## src/pkg/usb_serial_engine_status_pkg.sv

```systemverilog
// constants and types shared by the serial engine status flag logic
package usb_serial_engine_status_pkg;

    // ==========================================================
    // register map
    localparam logic [7:0]  SERIAL_ENGINE_STATUS_OFS = 8'h50;
    localparam logic [31:0] SERIAL_ENGINE_STATUS_RST = 32'h0000_0000;

    // ==========================================================
    // field positions inside serial_engine_status
    localparam int BIT_DATA_PID_SEQUENCE_FAULT = 31;
    localparam int BIT_HANDSHAKE_OK_SEEN       = 30;
    localparam int BIT_HALT_HANDSHAKE_SEEN     = 29;
    localparam int BIT_REFUSE_HANDSHAKE_SEEN   = 28;
    localparam int BIT_RX_TIMEOUT              = 27;
    localparam int BIT_RX_OVERFLOW             = 26;
    localparam int BIT_STUFF_FAULT             = 25;
    localparam int BIT_CHECKSUM_FAULT          = 24;
    localparam int BIT_BUS_RESET               = 19;
    localparam int BIT_TRANSFER_DONE           = 18;
    localparam int BIT_CONTROL_TOKEN_SEEN      = 17;
    localparam int BIT_CONNECTED               = 16;
    localparam int BIT_RESUME                  = 11;
    localparam int BIT_SUPPLY_OVERLOAD         = 10;
    localparam int SPEED_LSB                   = 8;
    localparam int BIT_SUSPENDED               = 4;
    localparam int LINE_STATE_LSB              = 2;
    localparam int BIT_SUPPLY_PRESENT          = 0;

    // write-one-to-clear single-bit flags
    localparam logic [31:0] STICKY_MASK = 32'hff0f_0810;

    // ==========================================================
    // attached device speed codes
    localparam logic [1:0] SPEED_NONE    = 2'h0;
    localparam logic [1:0] SPEED_LOW     = 2'h1;
    localparam logic [1:0] SPEED_FULL    = 2'h2;
    localparam logic [1:0] SPEED_ILLEGAL = 2'h3;

    // ==========================================================
    // timing
    localparam int CLK_MHZ      = 250;
    localparam int ACK_WAIT_NS  = 1000;
    localparam int ACK_WAIT_CYC = (ACK_WAIT_NS * CLK_MHZ) / 1000;
    localparam int ACK_WAIT_W   = 9;
    localparam int SYNC_W       = 4;

    // ==========================================================
    // handshake wait machine
    typedef enum logic {
        ACK_IDLE,
        ACK_WAITING
    } ack_wait_t;

endpackage : usb_serial_engine_status_pkg

```

## src/rtl/pin_input_sync.sv

```systemverilog
// three-stage synchroniser that passes a change once stages two and three agree
`timescale 1ns/100ps

module pin_input_sync #(
    parameter int WIDTH = 4
) (
    // clock and reset
    input  wire logic             i_core_clk,
    input  wire logic             i_rst,
    // raw pins and filtered result
    input  wire logic [WIDTH-1:0] i_pin,
    output logic      [WIDTH-1:0] o_pin_sync
);

    // ==========================================================
    // synchroniser stages
    logic [WIDTH-1:0] meta_r;
    logic [WIDTH-1:0] stage2_r;
    logic [WIDTH-1:0] stage3_r;

    // per bit: first stage feeds only the second; output moves on agreement
    for (genvar b = 0; b < WIDTH; b++) begin : g_bit
        always_ff @(posedge i_core_clk or posedge i_rst) begin
            if (i_rst) begin
                meta_r[b]     <= 1'b0;
                stage2_r[b]   <= 1'b0;
                stage3_r[b]   <= 1'b0;
                o_pin_sync[b] <= 1'b0;
            end else begin
                meta_r[b]   <= i_pin[b];
                stage2_r[b] <= meta_r[b];
                stage3_r[b] <= stage2_r[b];
                if (stage2_r[b] == stage3_r[b]) begin
                    o_pin_sync[b] <= stage3_r[b]; // single-cycle glitch is dropped
                end
            end
        end
    end

endmodule : pin_input_sync

```

## src/rtl/usb_serial_engine_status_flags.sv

```systemverilog
// status flag register of the usb serial interface engine, avalon-mm slave
//
// Added by the designer: the Avalon-MM register port.
`timescale 1ns/100ps

// Function
// - device: data after setup carrying data1 sets sequence fault
// - device: out data pid differing from buffer word pid sets sequence fault
// - host: in data with unexpected pid sets sequence fault
// - any ack handshake sets handshake ok flag, both roles
// - no ack, stall or nak within turnaround limit sets receive timeout, both roles
// - receiver overrun sets receive overflow flag
// - bit stuffing violation sets stuffing fault flag
// - crc failure sets checksum fault flag
// - device: host bus reset sets bus reset flag
// - device: in/out packet with final buffer bit sets transfer done
// - host: setup sent with no data stage sets transfer done
// - host: in with final bit or zero length, out with final bit, done
// - device: each received setup sets control token flag
// - resume signalling from the far end sets resume flag
// - read-only supply overload indication
// - host: two-bit attached speed, 00 none, 01 low, 10 full
// - suspend flag when neither keep-alive nor frame start is enabled
module usb_serial_engine_status_flags (
    // clock and reset
    input  wire logic        i_core_clk,
    input  wire logic        i_rst,
    // avalon-mm register slave
    input  wire logic [7:0]  i_avs_address,
    input  wire logic        i_avs_read,
    input  wire logic        i_avs_write,
    input  wire logic [31:0] i_avs_writedata,
    input  wire logic [3:0]  i_avs_byteenable,
    output logic      [31:0] o_avs_readdata,
    output logic             o_avs_waitrequest,
    // role and frame generation settings
    input  wire logic        i_host_mode,
    input  wire logic        i_keepalive_en,
    input  wire logic        i_sof_en,
    // receive data packet events
    input  wire logic        i_data_rx_done,
    input  wire logic        i_data_rx_after_setup,
    input  wire logic        i_data_rx_pid1,
    input  wire logic        i_bufctl_pid1,
    // handshake and receiver events
    input  wire logic        i_handshake_ack,
    input  wire logic        i_handshake_stall,
    input  wire logic        i_handshake_nak,
    input  wire logic        i_ack_wait_start,
    input  wire logic        i_rx_overflow,
    input  wire logic        i_rx_stuff_err,
    input  wire logic        i_rx_crc_err,
    // packet completion events
    input  wire logic        i_pkt_done,
    input  wire logic        i_pkt_is_setup,
    input  wire logic        i_pkt_is_in,
    input  wire logic        i_final_buffer_bit,
    input  wire logic        i_pkt_zero_len,
    input  wire logic        i_data_stage_req,
    // bus events
    input  wire logic        i_control_token_rx,
    input  wire logic        i_bus_reset_seen,
    input  wire logic        i_resume_seen,
    input  wire logic        i_suspend_idle,
    input  wire logic        i_connect_seen,
    input  wire logic        i_speed_update,
    input  wire logic [1:0]  i_dev_speed,
    // pins
    input  wire logic [1:0]  i_line_state,
    input  wire logic        i_supply_present,
    input  wire logic        i_supply_overload
);

    // ==========================================================
    // state
    typedef struct packed {
        logic [31:0]                                   sticky;
        logic [1:0]                                    speed;
        usb_serial_engine_status_pkg::ack_wait_t                 ack_st;
        logic [usb_serial_engine_status_pkg::ACK_WAIT_W-1:0]     ack_cnt;
        logic                                          wait_rq;
        logic [31:0]                                   rdata;
    } state_t;

    localparam state_t STATE_RST = '{
        sticky:  usb_serial_engine_status_pkg::SERIAL_ENGINE_STATUS_RST,
        speed:   usb_serial_engine_status_pkg::SPEED_NONE,
        ack_st:  usb_serial_engine_status_pkg::ACK_IDLE,
        ack_cnt: '0,
        wait_rq: 1'b1,
        rdata:   32'h0000_0000
    };
    localparam logic [usb_serial_engine_status_pkg::ACK_WAIT_W-1:0] ACK_LAST =
        usb_serial_engine_status_pkg::ACK_WAIT_W'(usb_serial_engine_status_pkg::ACK_WAIT_CYC - 1);

    state_t      st_r;
    state_t      st_nxt;
    logic [3:0]  pins_sync;
    logic [31:0] set_v;
    logic [31:0] clr_v;
    logic [31:0] view;
    logic [31:0] be_mask;
    logic        hit;
    logic        taken;
    logic        seq_fault;
    logic        done_dev;
    logic        done_host;
    logic        any_hs;

    // ==========================================================
    // pin synchronisers
    pin_input_sync #(
        .WIDTH (usb_serial_engine_status_pkg::SYNC_W)
    ) u_pin_sync (
        .i_core_clk (i_core_clk),
        .i_rst      (i_rst),
        .i_pin      ({i_supply_overload, i_supply_present, i_line_state}),
        .o_pin_sync (pins_sync)
    );

    // ==========================================================
    // event decode
    assign seq_fault = i_data_rx_done & (i_host_mode ? (i_data_rx_pid1 != i_bufctl_pid1)
                     : (i_data_rx_after_setup ? i_data_rx_pid1
                     : (i_data_rx_pid1 != i_bufctl_pid1)));
    // device: data packet with final buffer bit, setup data excluded
    assign done_dev  = ~i_host_mode & i_pkt_done & ~i_pkt_is_setup & i_final_buffer_bit;
    assign done_host = i_host_mode & i_pkt_done &
                       ((i_pkt_is_setup & ~i_data_stage_req) |
                        (~i_pkt_is_setup & i_pkt_is_in & (i_final_buffer_bit | i_pkt_zero_len)) |
                        (~i_pkt_is_setup & ~i_pkt_is_in & i_final_buffer_bit));
    assign any_hs    = i_handshake_ack | i_handshake_stall | i_handshake_nak;
    assign hit       = (i_avs_address == usb_serial_engine_status_pkg::SERIAL_ENGINE_STATUS_OFS);
    assign taken     = (i_avs_read | i_avs_write) & ~st_r.wait_rq;
    assign be_mask   = {{8{i_avs_byteenable[3]}}, {8{i_avs_byteenable[2]}},
                        {8{i_avs_byteenable[1]}}, {8{i_avs_byteenable[0]}}};

    // ==========================================================
    // next state
    always_comb begin
        st_nxt = st_r;
        set_v  = 32'h0000_0000;
        clr_v  = 32'h0000_0000;
        // read view: sticky bits plus live fields
        view = st_r.sticky;
        view[usb_serial_engine_status_pkg::SPEED_LSB +: 2]      = st_r.speed;
        view[usb_serial_engine_status_pkg::BIT_SUPPLY_OVERLOAD] = pins_sync[3];
        view[usb_serial_engine_status_pkg::BIT_SUPPLY_PRESENT]  = pins_sync[2];
        view[usb_serial_engine_status_pkg::LINE_STATE_LSB +: 2] = pins_sync[1:0];

        // handshake wait: any handshake ends it, the limit raises a timeout
        unique case (st_r.ack_st)
            usb_serial_engine_status_pkg::ACK_IDLE: begin
                if (i_ack_wait_start) begin
                    st_nxt.ack_st  = usb_serial_engine_status_pkg::ACK_WAITING;
                    st_nxt.ack_cnt = '0;
                end
            end
            usb_serial_engine_status_pkg::ACK_WAITING: begin
                if (any_hs) begin
                    st_nxt.ack_st = usb_serial_engine_status_pkg::ACK_IDLE;
                end else if (st_r.ack_cnt == ACK_LAST) begin
                    st_nxt.ack_st = usb_serial_engine_status_pkg::ACK_IDLE;
                    set_v[usb_serial_engine_status_pkg::BIT_RX_TIMEOUT] = 1'b1;
                end else begin
                    st_nxt.ack_cnt = st_r.ack_cnt + 1'b1;
                end
            end
        endcase

        // flag set sources
        set_v[usb_serial_engine_status_pkg::BIT_DATA_PID_SEQUENCE_FAULT] = seq_fault;
        set_v[usb_serial_engine_status_pkg::BIT_HANDSHAKE_OK_SEEN]   = i_handshake_ack;
        set_v[usb_serial_engine_status_pkg::BIT_HALT_HANDSHAKE_SEEN] = i_host_mode & i_handshake_stall;
        set_v[usb_serial_engine_status_pkg::BIT_REFUSE_HANDSHAKE_SEEN] = i_host_mode & i_handshake_nak;
        set_v[usb_serial_engine_status_pkg::BIT_RX_OVERFLOW]     = i_rx_overflow;
        set_v[usb_serial_engine_status_pkg::BIT_STUFF_FAULT]     = i_rx_stuff_err;
        set_v[usb_serial_engine_status_pkg::BIT_CHECKSUM_FAULT]  = i_rx_crc_err;
        set_v[usb_serial_engine_status_pkg::BIT_BUS_RESET]       = ~i_host_mode & i_bus_reset_seen;
        set_v[usb_serial_engine_status_pkg::BIT_TRANSFER_DONE]   = done_dev | done_host;
        set_v[usb_serial_engine_status_pkg::BIT_CONTROL_TOKEN_SEEN] = ~i_host_mode & i_control_token_rx;
        set_v[usb_serial_engine_status_pkg::BIT_CONNECTED]       = i_connect_seen;
        set_v[usb_serial_engine_status_pkg::BIT_RESUME]          = i_resume_seen;
        set_v[usb_serial_engine_status_pkg::BIT_SUSPENDED]       = i_suspend_idle & ~i_keepalive_en
                                                         & ~i_sof_en;

        // bus slave: one wait cycle, then the request is taken
        if ((i_avs_read | i_avs_write) & st_r.wait_rq) begin
            st_nxt.wait_rq = 1'b0;
            st_nxt.rdata   = hit ? view : 32'h0000_0000; // unmapped reads as zero
        end else if (taken) begin
            st_nxt.wait_rq = 1'b1;
            if (i_avs_write & hit) begin
                clr_v = i_avs_writedata & be_mask; // read-only bits dropped below
            end
        end

        // set wins over a clear in the same cycle
        st_nxt.sticky = (st_r.sticky & ~(clr_v & usb_serial_engine_status_pkg::STICKY_MASK))
                      | (set_v & usb_serial_engine_status_pkg::STICKY_MASK);
        st_nxt.speed  = st_r.speed & ~clr_v[usb_serial_engine_status_pkg::SPEED_LSB +: 2];
        // reserved code 11 never stored
        if (i_host_mode & i_speed_update & (i_dev_speed != usb_serial_engine_status_pkg::SPEED_ILLEGAL)) begin
            st_nxt.speed = i_dev_speed;
        end
    end

    // ==========================================================
    // state register
    always_ff @(posedge i_core_clk or posedge i_rst) begin
        if (i_rst) begin
            st_r <= STATE_RST;
        end else begin
            st_r <= st_nxt;
        end
    end

    // outputs straight from the state flops
    assign o_avs_readdata    = st_r.rdata;
    assign o_avs_waitrequest = st_r.wait_rq;

    // ==========================================================
    // assertions
    property p_seq_setup;
        @(posedge i_core_clk) disable iff (i_rst)
        (!i_host_mode && i_data_rx_done && i_data_rx_after_setup && i_data_rx_pid1)
        |=> st_r.sticky[usb_serial_engine_status_pkg::BIT_DATA_PID_SEQUENCE_FAULT];
    endproperty
    a_seq_setup: assert property (p_seq_setup) else $error("setup data1 not flagged");

    property p_seq_out;
        @(posedge i_core_clk) disable iff (i_rst)
        (!i_host_mode && i_data_rx_done && !i_data_rx_after_setup
         && (i_data_rx_pid1 != i_bufctl_pid1))
        |=> st_r.sticky[usb_serial_engine_status_pkg::BIT_DATA_PID_SEQUENCE_FAULT];
    endproperty
    a_seq_out: assert property (p_seq_out) else $error("out pid mismatch not flagged");

    property p_seq_host;
        @(posedge i_core_clk) disable iff (i_rst)
        (!st_r.sticky[usb_serial_engine_status_pkg::BIT_DATA_PID_SEQUENCE_FAULT] && i_host_mode
         && i_data_rx_done && (i_data_rx_pid1 == i_bufctl_pid1))
        |=> !st_r.sticky[usb_serial_engine_status_pkg::BIT_DATA_PID_SEQUENCE_FAULT];
    endproperty
    a_seq_host: assert property (p_seq_host) else $error("matching pid flagged");

    property p_ack;
        @(posedge i_core_clk) disable iff (i_rst)
        i_handshake_ack |=> st_r.sticky[usb_serial_engine_status_pkg::BIT_HANDSHAKE_OK_SEEN];
    endproperty
    a_ack: assert property (p_ack) else $error("ack not flagged");

    property p_timeout;
        @(posedge i_core_clk) disable iff (i_rst)
        (st_r.ack_st == usb_serial_engine_status_pkg::ACK_IDLE && i_ack_wait_start)
        ##1 (!any_hs && !i_ack_wait_start) [*8]
        |-> st_r.ack_st == usb_serial_engine_status_pkg::ACK_WAITING && st_r.ack_cnt == 9'h007;
    endproperty
    a_timeout: assert property (p_timeout) else $error("ack wait count wrong");

    property p_timeout_flag;
        @(posedge i_core_clk) disable iff (i_rst)
        (st_r.ack_st == usb_serial_engine_status_pkg::ACK_WAITING && st_r.ack_cnt == ACK_LAST && !any_hs)
        |=> st_r.sticky[usb_serial_engine_status_pkg::BIT_RX_TIMEOUT]
            && st_r.ack_st == usb_serial_engine_status_pkg::ACK_IDLE;
    endproperty
    a_timeout_flag: assert property (p_timeout_flag) else $error("timeout not raised");

    property p_stuff;
        @(posedge i_core_clk) disable iff (i_rst)
        i_rx_stuff_err |=> st_r.sticky[usb_serial_engine_status_pkg::BIT_STUFF_FAULT];
    endproperty
    a_stuff: assert property (p_stuff) else $error("stuff fault not flagged");

    property p_done_setup;
        @(posedge i_core_clk) disable iff (i_rst)
        (i_host_mode && i_pkt_done && i_pkt_is_setup && !i_data_stage_req)
        |=> st_r.sticky[usb_serial_engine_status_pkg::BIT_TRANSFER_DONE];
    endproperty
    a_done_setup: assert property (p_done_setup) else $error("setup done missing");

    property p_done_dev;
        @(posedge i_core_clk) disable iff (i_rst)
        (!st_r.sticky[usb_serial_engine_status_pkg::BIT_TRANSFER_DONE] && !i_host_mode
         && i_pkt_done && !i_final_buffer_bit)
        |=> !st_r.sticky[usb_serial_engine_status_pkg::BIT_TRANSFER_DONE];
    endproperty
    a_done_dev: assert property (p_done_dev) else $error("done without final bit");

    property p_w1c;
        @(posedge i_core_clk) disable iff (i_rst)
        (taken && i_avs_write && hit && i_avs_byteenable[3] && !i_handshake_ack
         && i_avs_writedata[usb_serial_engine_status_pkg::BIT_HANDSHAKE_OK_SEEN])
        |=> !st_r.sticky[usb_serial_engine_status_pkg::BIT_HANDSHAKE_OK_SEEN];
    endproperty
    a_w1c: assert property (p_w1c) else $error("write one did not clear");

    property p_speed;
        @(posedge i_core_clk) disable iff (i_rst)
        (i_host_mode && i_speed_update && i_dev_speed != usb_serial_engine_status_pkg::SPEED_ILLEGAL)
        |=> st_r.speed == $past(i_dev_speed);
    endproperty
    a_speed: assert property (p_speed) else $error("speed not loaded");

endmodule : usb_serial_engine_status_flags

```

## config.mk

```make
export PLATFORM = sky130hd
export DESIGN_NAME = usb_serial_engine_status_flags
export DESIGN_NICKNAME = d
export VERILOG_FILES = /design/src/pkg/usb_serial_engine_status_pkg.sv /design/src/rtl/pin_input_sync.sv /design/src/rtl/usb_serial_engine_status_flags.sv
export SDC_FILE = /design/constraint.sdc
export NUM_CORES = 1
export LEC_CHECK = 0
export ABC_AREA = 1
export BUFFER_PORTS_ARGS = -buffer_cell sky130_fd_sc_hd__buf_4
export CORE_MARGIN = 1.5
export CORE_UTILIZATION = 49
export DETAILED_ROUTE_END_ITERATION = 7
export GPL_TIMING_DRIVEN = 0
export PLACE_DENSITY = 0.8
export SLEW_MARGIN = 20
export SYNTH_ARGS = -nofsm -noshare
export SYNTH_HDL_FRONTEND = slang
export SYNTH_SLANG_ARGS = --single-unit
```

## constraint.sdc

```tcl
create_clock -name i_core_clk -period 1.9 [get_ports i_core_clk]
set_input_delay 0.19 -clock i_core_clk [delete_from_list [all_inputs] [get_ports i_core_clk]]
set_output_delay 0.19 -clock i_core_clk [all_outputs]
set_load 0.05 [all_outputs]
```

==> out/summary.log, run 1 <==
qor: hold_path.timing.hold.worst_path_depth 3
qor: synthesis.post_synth_num_cell_types 29
qor: floorplan.boundary_pins 113
qor: cells_and_area.antenna_diode_count 0
qor: sta.fmaxAchievable 710 MHz
qor: sta.setup_slack 491 ps
qor: sta.final_min_period 1410 ps
qor: detailed_routing.drt_first_iter_violations 110
qor: pwr.seq_power_share 45.3%
qor: floorplan.dieWidth 81.8 um
qor: grt.gr-total-overflow 0
qor: cts.cts_htree_levels 3
qor: setup_path.regToRegSetupSlack 490 ps
qor: detailed_routing.detail_route.vias_per_cell 4.80
qor: grt.largest_net_degree_at_the_start_of_global_routing 57
qor: synthesis.synth.ff_latch_count 63
qor: sta.timing.clock.skew 8.46 ps
qor: floorplan.placement_rows 28
qor: grt.grt_first_pass_wirelength 10900 um
qor: grt.grt_use_total 21.8%
qor: pwr.power.density 758 mW/mm2
qor: grt.use_met2 36.2%
qor: setup_path.critical_path.max_fanout 10
qor: cells_and_area.areaGrowthSynthToFinish 34.9%
qor: placed_design.routabilityCongestion 0.817
qor: flow_run.max_cap_viol_count 0
qor: placed_design.detailed_place_hpwl 4950 um
qor: detailed_routing.drt_pre_antenna_iters 4
qor: hold_path.holdCritStartpoint i_rx_crc_err
qor: synthesis.synth_area_per_cell 8.74 um2
qor: pwr.pwr-share-clk 41.3%
qor: cts.clock_tree_buf_depth 2
qor: detailed_routing.detail_route.drc_violations 0
qor: pwr.power.combinational.fraction 13.4%
qor: synthesis.synth-seq-area-share 51.9%
qor: cts.tritoncts yes
qor: sta.unrepaired_setup_endpoints_after_global_routing no
qor: detailed_routing.routed-via-count 2585
qor: cts.clock_latency_of_the_later_clocked_register_in_the_worst_skew_pair 340 ps
qor: status.run_status finished clean
qor: cells_and_area.final_common_cell sky130_fd_sc_hd__buf_4
qor: sta.whs 36.0 ps
qor: detailed_routing.drt-wirelength-per-cell 12.2 um
qor: grt.grt_antenna_before_repair 0
qor: cts.numClockSinks 63
qor: detailed_routing.detail_route.wirelength 6560 um
qor: floorplan.fp.dieArea 0.00669 mm2
qor: placed_design.port_buffers 83
qor: setup_path.critical_path_class register to register
qor: setup_path.timing.critical_path.from_type register
qor: pwr.ir_drop 445 uV
qor: setup_path.timing.rr.end st_r[40]
qor: setup_path.crit_required 2120 ps
qor: synthesis.cell_area_after_synthesis 0.00304 mm2
qor: cts.cts_setup_buffers 0
qor: grt.groute.layer.met1.usage 27.1%
qor: cells_and_area.instances_no_fill 539
qor: sta.hold_violations 0
qor: detailed_routing.detail-route-antenna-nets 0
qor: cts.clk_root_buffer_cell sky130_fd_sc_hd__clkbuf_8
qor: grt.first_global_vias 2478
qor: pwr.p_sw 780 uW
qor: setup_path.worst_r2r_src st_r[34]
qor: grt.globalRouteMet3Util 6.67%
qor: setup_path.timing.reg2reg.worst_path_depth 10
qor: sta.final-max-slew-violation-count 0
qor: sta.final.period_utilization 74.1%
qor: floorplan.die_h 81.8 um
qor: floorplan.core_region_area 0.00596 mm2
qor: pwr.sw_frac_of_total 25.1%
qor: cells_and_area.final_cell_mix sky130_fd_sc_hd__buf_4 (117), sky130_fd_sc_hd__nand2_1 (99), sky130_fd_sc_hd__dfrtp_1 (62), sky130_fd_sc_hd__nand3_1 (39), sky130_fd_sc_hd__o21ai_0 (23)
qor: cts.clk_pin_slew_worst_paths 70 ps
qor: sta.timing.final.setup_violations 0
qor: hold_path.class_of_the_tightest_hold_or_removal_check primary input to register
qor: floorplan.initial_core_util 51.1%
qor: grt.grt_most_used_layer met2
qor: placed_design.post-place-cells 518
qor: setup_path.worst_ep_arrival_time 1630 ps
qor: placed_design.detailedPlace.worstSlack 507 ps
qor: setup_path.endpoint_kind register
qor: pwr.cell_internal_pwr 2.33 mW
qor: pwr.p_leak 2.22 nW
qor: cts.tritoncts.num_buffers 9
qor: cells_and_area.share_of_cells_above_drive_strength_1 32.1%
qor: synthesis.synthesis.yosys.warnings 0
qor: synthesis.post_synth_inst_count 348
qor: setup_path.crit_path_start st_r[34]
qor: cells_and_area.num-nets-final 541
qor: hold_path.worstHoldEndpoint st_r[69]
[worst max path at each step]
stage               slack, ps  depth (start not counted)                end
floorplan                 140                          1  o_avs_readdata[0]
global placement         -600                          2           st_r[69]
detailed placement        510                         10           st_r[41]
CTS                       480                         10           st_r[40]
global route              330                         10           st_r[40]
finish                    490                         10           st_r[40]
[power by group through the flow]
stage	Clock [mW]	Sequential [mW]	Combinational (mW)
after floorplan	0	1.44	0.226
after global placement	0	1.43	0.394
after detailed placement	0	1.43	0.409
after CTS	1.32	1.41	0.418
after global routing	1.39	1.41	0.458
final	1.29	1.41	0.415
[synthesized netlist by cell type (all sizes together)]
cell type / n / share of area, %
a21boi: 1 / 0.25
a21o: 1 / 0.25
a21oi: 2 / 0.33
buf: 39 / 9.6
clkbuf: 5 / 0.62
conb: 1 / 0.12
dfrtp: 62 / 51
dfstp: 1 / 0.86
ha: 2 / 0.82
inv: 21 / 2.6
maj3: 4 / 1.3
nand2: 101 / 13
nand3: 39 / 6.4
nand3b: 16 / 4.0
nor2: 19 / 2.8
nor3: 1 / 0.16
o21ai: 25 / 4.1
o21bai: 2 / 0.49
or2: 1 / 0.21
or3b: 1 / 0.29
xnor2: 1 / 0.29
xor2: 3 / 0.86
[layer usage]
layer,wire (um),vias up
met5,0,-
met4,22,0
met3,456,4
met2,3300,73
met1,2780,1211
li1,-,1297
[flip-flops by register name, summed over array words and instances, names as in the netlist]
name	cells
o_avs_readdata	20
o_avs_waitrequest	1
st_r	26
u_pin_sync.meta_r	4
u_pin_sync.o_pin_sync	4
u_pin_sync.stage2_r	4
u_pin_sync.stage3_r	4
[critical path, cell delays in order (launching register included)]
cell,delay [ps]
sky130_fd_sc_hd__dfrtp_1,430
sky130_fd_sc_hd__inv_1,70
sky130_fd_sc_hd__ha_1,130
sky130_fd_sc_hd__nand2_1,50
sky130_fd_sc_hd__nor2_1,140
sky130_fd_sc_hd__nand2_1,80
sky130_fd_sc_hd__nand2_2,80
sky130_fd_sc_hd__buf_6,140
sky130_fd_sc_hd__inv_2,60
sky130_fd_sc_hd__nand3_1,60
sky130_fd_sc_hd__nand2_1,60
[kinds of logic (layout without fill, tap and decap cells)]
kind of cell	Yosys count	in the layout	synth area share, %
AO/OA/AOI/OAI	31	31	5.43
other	1	12	0.123
XOR/XNOR	4	4	1.15
adder cells (fa/ha/maj)	6	6	2.14
buffers and inverters	65	170	12.8
flip-flops	63	63	51.9
AND/OR/NAND/NOR	178	178	26.4
[metrics by stage]
step | setup TNS [ps] | instance area (um2) | power, mW | util, %
floorplan | 0 | 3080 | 1.67 | -
global placement | -36970 | 3800 | 1.83 | 63.8
detailed placement | 0 | 3830 | 1.84 | 64.3
CTS | 0 | 4100 | 3.14 | 68.9
global route | 0 | 4100 | 3.26 | 68.9
finish | 0 | 4100 | 3.11 | 68.9
[what timing repair did]
item | in CTS | in global routing
resized for setup | 0 | 0
hold buffers | 5 | 0
hold endpoints to repair | 45 | 0
[layout make-up]
type,count,area [um2]
clock buffer,11,141
sequential,63,1580
tap,75,93.8
buffer,44,312
inverter,21,81.3
multi-input combinational,231,1110
clock inverter,5,81.3
timing repair buffer,89,701
fill,507,1850
(Power assumes the default switching activity.)
==> inputs of run 2 (changes only) <==
- ABC_AREA: 1 -> 0
- CORE_UTILIZATION: 49 -> 43
- PLACE_DENSITY: 0.8 -> 0.76
- clock period: 1.9 -> 1.24 ns (I/O delays scaled with it)
==> run 2 against run 1 <==
  * The flow now finishes with violations (negative setup slack)
  * Non-clock buffer count increased by 23
  * First-iteration DRC count decreased by 6.4%
  * Register-to-register slack got worse by 900 ps
  * Combinational power increased to 3.0 times the previous value
  * Critical endpoint unchanged
  * Largest power group unchanged
  * Highest routed layer unchanged
==> out/summary.log, run 2 <==
qor: status.run_status finished, violations left [was finished clean]
qor: status.violations negative setup slack
qor: cells_and_area.largest-register st_r [unchanged]
qor: synthesis.synthSimpleGateAreaFrac 11.6% [was 26.4%]
qor: pwr.seq_power_share 42.6% [was 45.3%]
qor: cells_and_area.instances_no_fill 446 [was 539]
qor: sta.timing.clock.skew 5.65 ps [was 8.46 ps]
qor: sta.final.period_utilization 133% [was 74.1%]
qor: cells_and_area.share_of_cells_above_drive_strength_1 52.6% [was 32.1%]
qor: sta.final-max-slew-violation-count 0 [unchanged]
qor: synthesis.synth.ff_latch_count 63 [unchanged]
qor: setup_path.critical_path_class register to register [unchanged]
qor: cts.clock_latency_of_the_later_clocked_register_in_the_worst_skew_pair 330 ps [was 340 ps]
qor: placed_design.detailed_place_hpwl 4230 um [was 4950 um]
qor: placed_design.port_buffers 84 [was 83]
qor: synthesis.synth_area_per_cell 12.1 um2 [was 8.74 um2]
qor: cells_and_area.number_of_flip_flops_in_the_largest_register 26 [unchanged]
qor: grt.grt_use_total 20.4% [was 21.8%]
qor: synthesis.yosys_most_used_dff sky130_fd_sc_hd__dfrtp_1 [unchanged]
qor: setup_path.crit_path_start st_r[42] [was st_r[34]]
qor: synthesis.synth_largest_area_cell sky130_fd_sc_hd__dfrtp_1 [unchanged]
qor: sta.timing.final.setup_violations 47 [was 0]
qor: cells_and_area.areaGrowthSynthToFinish 56.4% [was 34.9%]
qor: sta.unrepaired_setup_endpoints_after_global_routing yes [was no]
qor: floorplan.placement_rows 28 [unchanged]
qor: synthesis.cell_area_after_synthesis 0.00274 mm2 [was 0.00304 mm2]
qor: sta.fmaxAchievable 608 MHz [was 710 MHz]
qor: cts.clock_tree_buf_depth 2 [unchanged]
qor: synthesis.post_synth_num_cell_types 43 [was 29]
qor: synthesis.synth_compound_gate_area_share 15.3% [was 5.43%]
qor: pwr.sw_frac_of_total 26.4% [was 25.1%]
qor: synthesis.post_synth_main_area_contributors sky130_fd_sc_hd__dfrtp_1 (57%), sky130_fd_sc_hd__buf_4 (8.8%), sky130_fd_sc_hd__a22o_1 (8.3%), sky130_fd_sc_hd__nand3_1 (2.9%), sky130_fd_sc_hd__a21o_1 (1.9%) [was sky130_fd_sc_hd__dfrtp_1 (51%), sky130_fd_sc_hd__nand2_1 (12%), sky130_fd_sc_hd__buf_4 (8.4%), sky130_fd_sc_hd__nand3_1 (6.4%), sky130_fd_sc_hd__nand3b_1 (4.0%)]
qor: detailed_routing.detail-route-antenna-nets 0 [unchanged]
qor: pwr.power.density 1200 mW/mm2 [was 758 mW/mm2]
qor: pwr.pwr-share-clk 33.3% [was 41.3%]
qor: synthesis.yosysMostFrequentCell sky130_fd_sc_hd__dfrtp_1 [was sky130_fd_sc_hd__nand2_1]
qor: cts.clk_root_buffer_cell sky130_fd_sc_hd__clkbuf_8 [unchanged]
qor: setup_path.worst_r2r_src st_r[42] [was st_r[34]]
qor: pwr.p_sw 1.36 mW [was 780 uW]
qor: sta.setup_slack -405 ps [was 491 ps]
qor: cells_and_area.antenna_diode_count 0 [unchanged]
qor: cells_and_area.final_common_cell sky130_fd_sc_hd__buf_4 [unchanged]
qor: placed_design.detailedPlace.worstSlack -530 ps [was 507 ps]
qor: floorplan.fp.dieArea 0.00685 mm2 [was 0.00669 mm2]
qor: detailed_routing.drt_first_iter_violations 103 [was 110]
qor: synthesis.async_flop_share 100% [unchanged]
qor: floorplan.boundary_pins 113 [unchanged]
qor: pwr.total_power 5.16 mW [was 3.11 mW]
qor: cells_and_area.num-nets-final 449 [was 541]
qor: pwr.p_leak 2.10 nW [was 2.22 nW]
qor: setup_path.timing.critical_path.from_type register [unchanged]
qor: floorplan.core_region_area 0.00603 mm2 [was 0.00596 mm2]
qor: synthesis.number_of_synthesized_flops_with_an_enable_pin 0 [unchanged]
qor: grt.grt_first_pass_wirelength 10100 um [was 10900 um]
qor: synthesis.synth_top_area_share 56.7% [was 51.0%]
qor: floorplan.die_h 82.8 um [was 81.8 um]
qor: cts.tritoncts.num_buffers 9 [unchanged]
qor: hold_path.class_of_the_tightest_hold_or_removal_check primary input to register [unchanged]
qor: cells_and_area.final_cell_mix sky130_fd_sc_hd__buf_4 (126), sky130_fd_sc_hd__dfrtp_1 (62), sky130_fd_sc_hd__a22o_1 (26), sky130_fd_sc_hd__dlygate4sd3_1 (13), sky130_fd_sc_hd__conb_1 (12) [was sky130_fd_sc_hd__buf_4 (117), sky130_fd_sc_hd__nand2_1 (99), sky130_fd_sc_hd__dfrtp_1 (62), sky130_fd_sc_hd__nand3_1 (39), sky130_fd_sc_hd__o21ai_0 (23)]
qor: placed_design.post-place-cells 398 [was 518]
qor: detailed_routing.detail_route.wirelength 6590 um [was 6560 um]
qor: detailed_routing.detail_route.drc_violations 0 [unchanged]
qor: setup_path.worst_ep_arrival_time 1860 ps [was 1630 ps]
qor: setup_path.endpoint_kind register [unchanged]
qor: grt.grt_antenna_before_repair 0 [unchanged]
qor: floorplan.initial_core_util 45.4% [was 51.1%]
qor: pwr.ir_drop 1430 uV [was 445 uV]
qor: sta.whs 9.33 ps [was 36.0 ps]
qor: synthesis.synth_adder_area_share 2.38% [was 2.14%]
qor: setup_path.critical_path.max_fanout 4 [was 10]
qor: synthesis.synth_commonest_cells sky130_fd_sc_hd__dfrtp_1 (62), sky130_fd_sc_hd__buf_4 (32), sky130_fd_sc_hd__a22o_1 (26), sky130_fd_sc_hd__nand3_1 (16), sky130_fd_sc_hd__nand2_1 (11) [was sky130_fd_sc_hd__nand2_1 (99), sky130_fd_sc_hd__dfrtp_1 (62), sky130_fd_sc_hd__nand3_1 (39), sky130_fd_sc_hd__buf_4 (34), sky130_fd_sc_hd__o21ai_0 (23)]
qor: flow_run.max_cap_viol_count 0 [unchanged]
qor: synthesis.synth_top_family_by_area compound AO/OA/AOI/OAI gates [was simple AND/OR/NAND/NOR gates]
qor: sta.final_min_period 1640 ps [was 1410 ps]
qor: synthesis.post_synth_inst_count 226 [was 348]
qor: detailed_routing.drt-wirelength-per-cell 14.8 um [was 12.2 um]
qor: pwr.cell_internal_pwr 3.80 mW [was 2.33 mW]
qor: detailed_routing.detail_route.vias_per_cell 4.94 [was 4.80]
qor: synthesis.synth-seq-area-share 57.6% [was 51.9%]
qor: sta.setup-tns-final -8780 ps [was 0 ps]
qor: sta.hold_violations 0 [unchanged]
qor: grt.largest_net_degree_at_the_start_of_global_routing 26 [was 57]
qor: synthesis.synthesis.yosys.warnings 0 [unchanged]
qor: setup_path.crit_required 1450 ps [was 2120 ps]
qor: grt.first_global_vias 2149 [was 2478]
qor: grt.gr-total-overflow 0 [unchanged]
qor: synthesis.post_synth_mux_area_share 1.10% [was 0%]
qor: hold_path.holdCritStartpoint i_suspend_idle [was i_rx_crc_err]
qor: cts.tritoncts yes [unchanged]
qor: cts.numClockSinks 63 [unchanged]
qor: cts.clk_pin_slew_worst_paths 70 ps [about the same]
qor: floorplan.dieWidth 82.8 um [was 81.8 um]
qor: synthesis.post_synth_xor_area_fraction 0.960% [was 1.15%]
qor: detailed_routing.drt_pre_antenna_iters 4 [unchanged]
qor: cts.cts_htree_levels 3 [unchanged]
qor: placed_design.routabilityCongestion 0.859 [was 0.817]
qor: pwr.power.combinational.fraction 24.1% [was 13.4%]
qor: detailed_routing.routed-via-count 2205 [was 2585]
## run 2: changes by cell type after synthesis, sizes merged, moves of 5 or more
| cell | previous run | this run |
|---|---|---|
| nand3 | 39 | 16 |
| inv | 21 | 8 |
| o21ai | 25 | 7 |
| and3 | 0 | 5 |
| nand3b | 16 | 0 |
| nor2 | 19 | 3 |
| a21o | 1 | 7 |
| nand2 | 101 | 11 |
| a22o | 0 | 26 |
## run 2: layout make-up
class | instances | area (um2)
plain buffers | 36 | 313
clock buffers | 11 | 141
clock inverters | 4 | 47.5
fillers | 436 | 1740
inverters | 8 | 36.3
multi-input cells | 129 | 1040
flip-flops and latches | 63 | 1580
well taps | 75 | 93.8
repair buffers | 120 | 1030
## run 2: power groups by stage
stage	Sequential, mW	Combinational (mW)	Clock (mW)
floorplan	2.30	0.440	0
global placement	2.25	0.764	0
global route	2.21	1.32	1.86
CTS	2.20	1.20	1.76
finish	2.20	1.25	1.72
detailed placement	2.25	0.794	0
## run 2: per-layer routing
metal | track usage (%) | wire length, um
met5 | 0 | 0
met1 | 24.4 | 2690
met4 | 11.5 | 195
met2 | 34.3 | 3350
met3 | 3.83 | 347
## run 2: worst max-delay path, cell delays in order (launching register included)
cell,delay (ps)
sky130_fd_sc_hd__dfrtp_1,360
sky130_fd_sc_hd__or4b_4,470
sky130_fd_sc_hd__a21o_4,220
sky130_fd_sc_hd__and2_4,170
sky130_fd_sc_hd__a221o_1,300
## run 2: cells by family (layout without fill, tap and decap cells)
family	count (synthesis)	count (layout)
AOI/OAI and AO/OA	53	53
buffers and inverters	45	179
xor gates and xnor gates	3	3
muxes	3	3
DFF	63	63
and+or+nand+nor	52	52
adders and majority gates	6	6
other	1	12
## run 2: path summary, 6_finish.rpt
check / endpoint / slack [ps] / cells past startpoint
worst max-delay path: st_r[40] / -400 / 4
max in group asynchronous: o_avs_waitrequest / 390 / 4
worst max register to register: st_r[40] / -400 / 4
worst min-delay path: st_r[49] / 9 / 2
min in group asynchronous: u_pin_sync.meta_r[0] / 340 / 3
worst min register to register: u_pin_sync.stage2_r[1] / 350 / 0
## run 2: repair_timing
item,CTS,global route
setup endpoints to repair,47,47
hold buffers,13,0
endpoints found under the hold margin,25,0
gates cloned,4,0
setup buffers,15,3
resized for setup,33,16
pin swaps,6,2
## run 2: through the flow
stage / instance area (um2) / utilization (%)
finish: 4280 / 71.1
global route: 4280 / 71.1
CTS: 4200 / 69.8
detailed placement: 3620 / 60.1
global placement: 3570 / 59.3
floorplan: 2850 / -
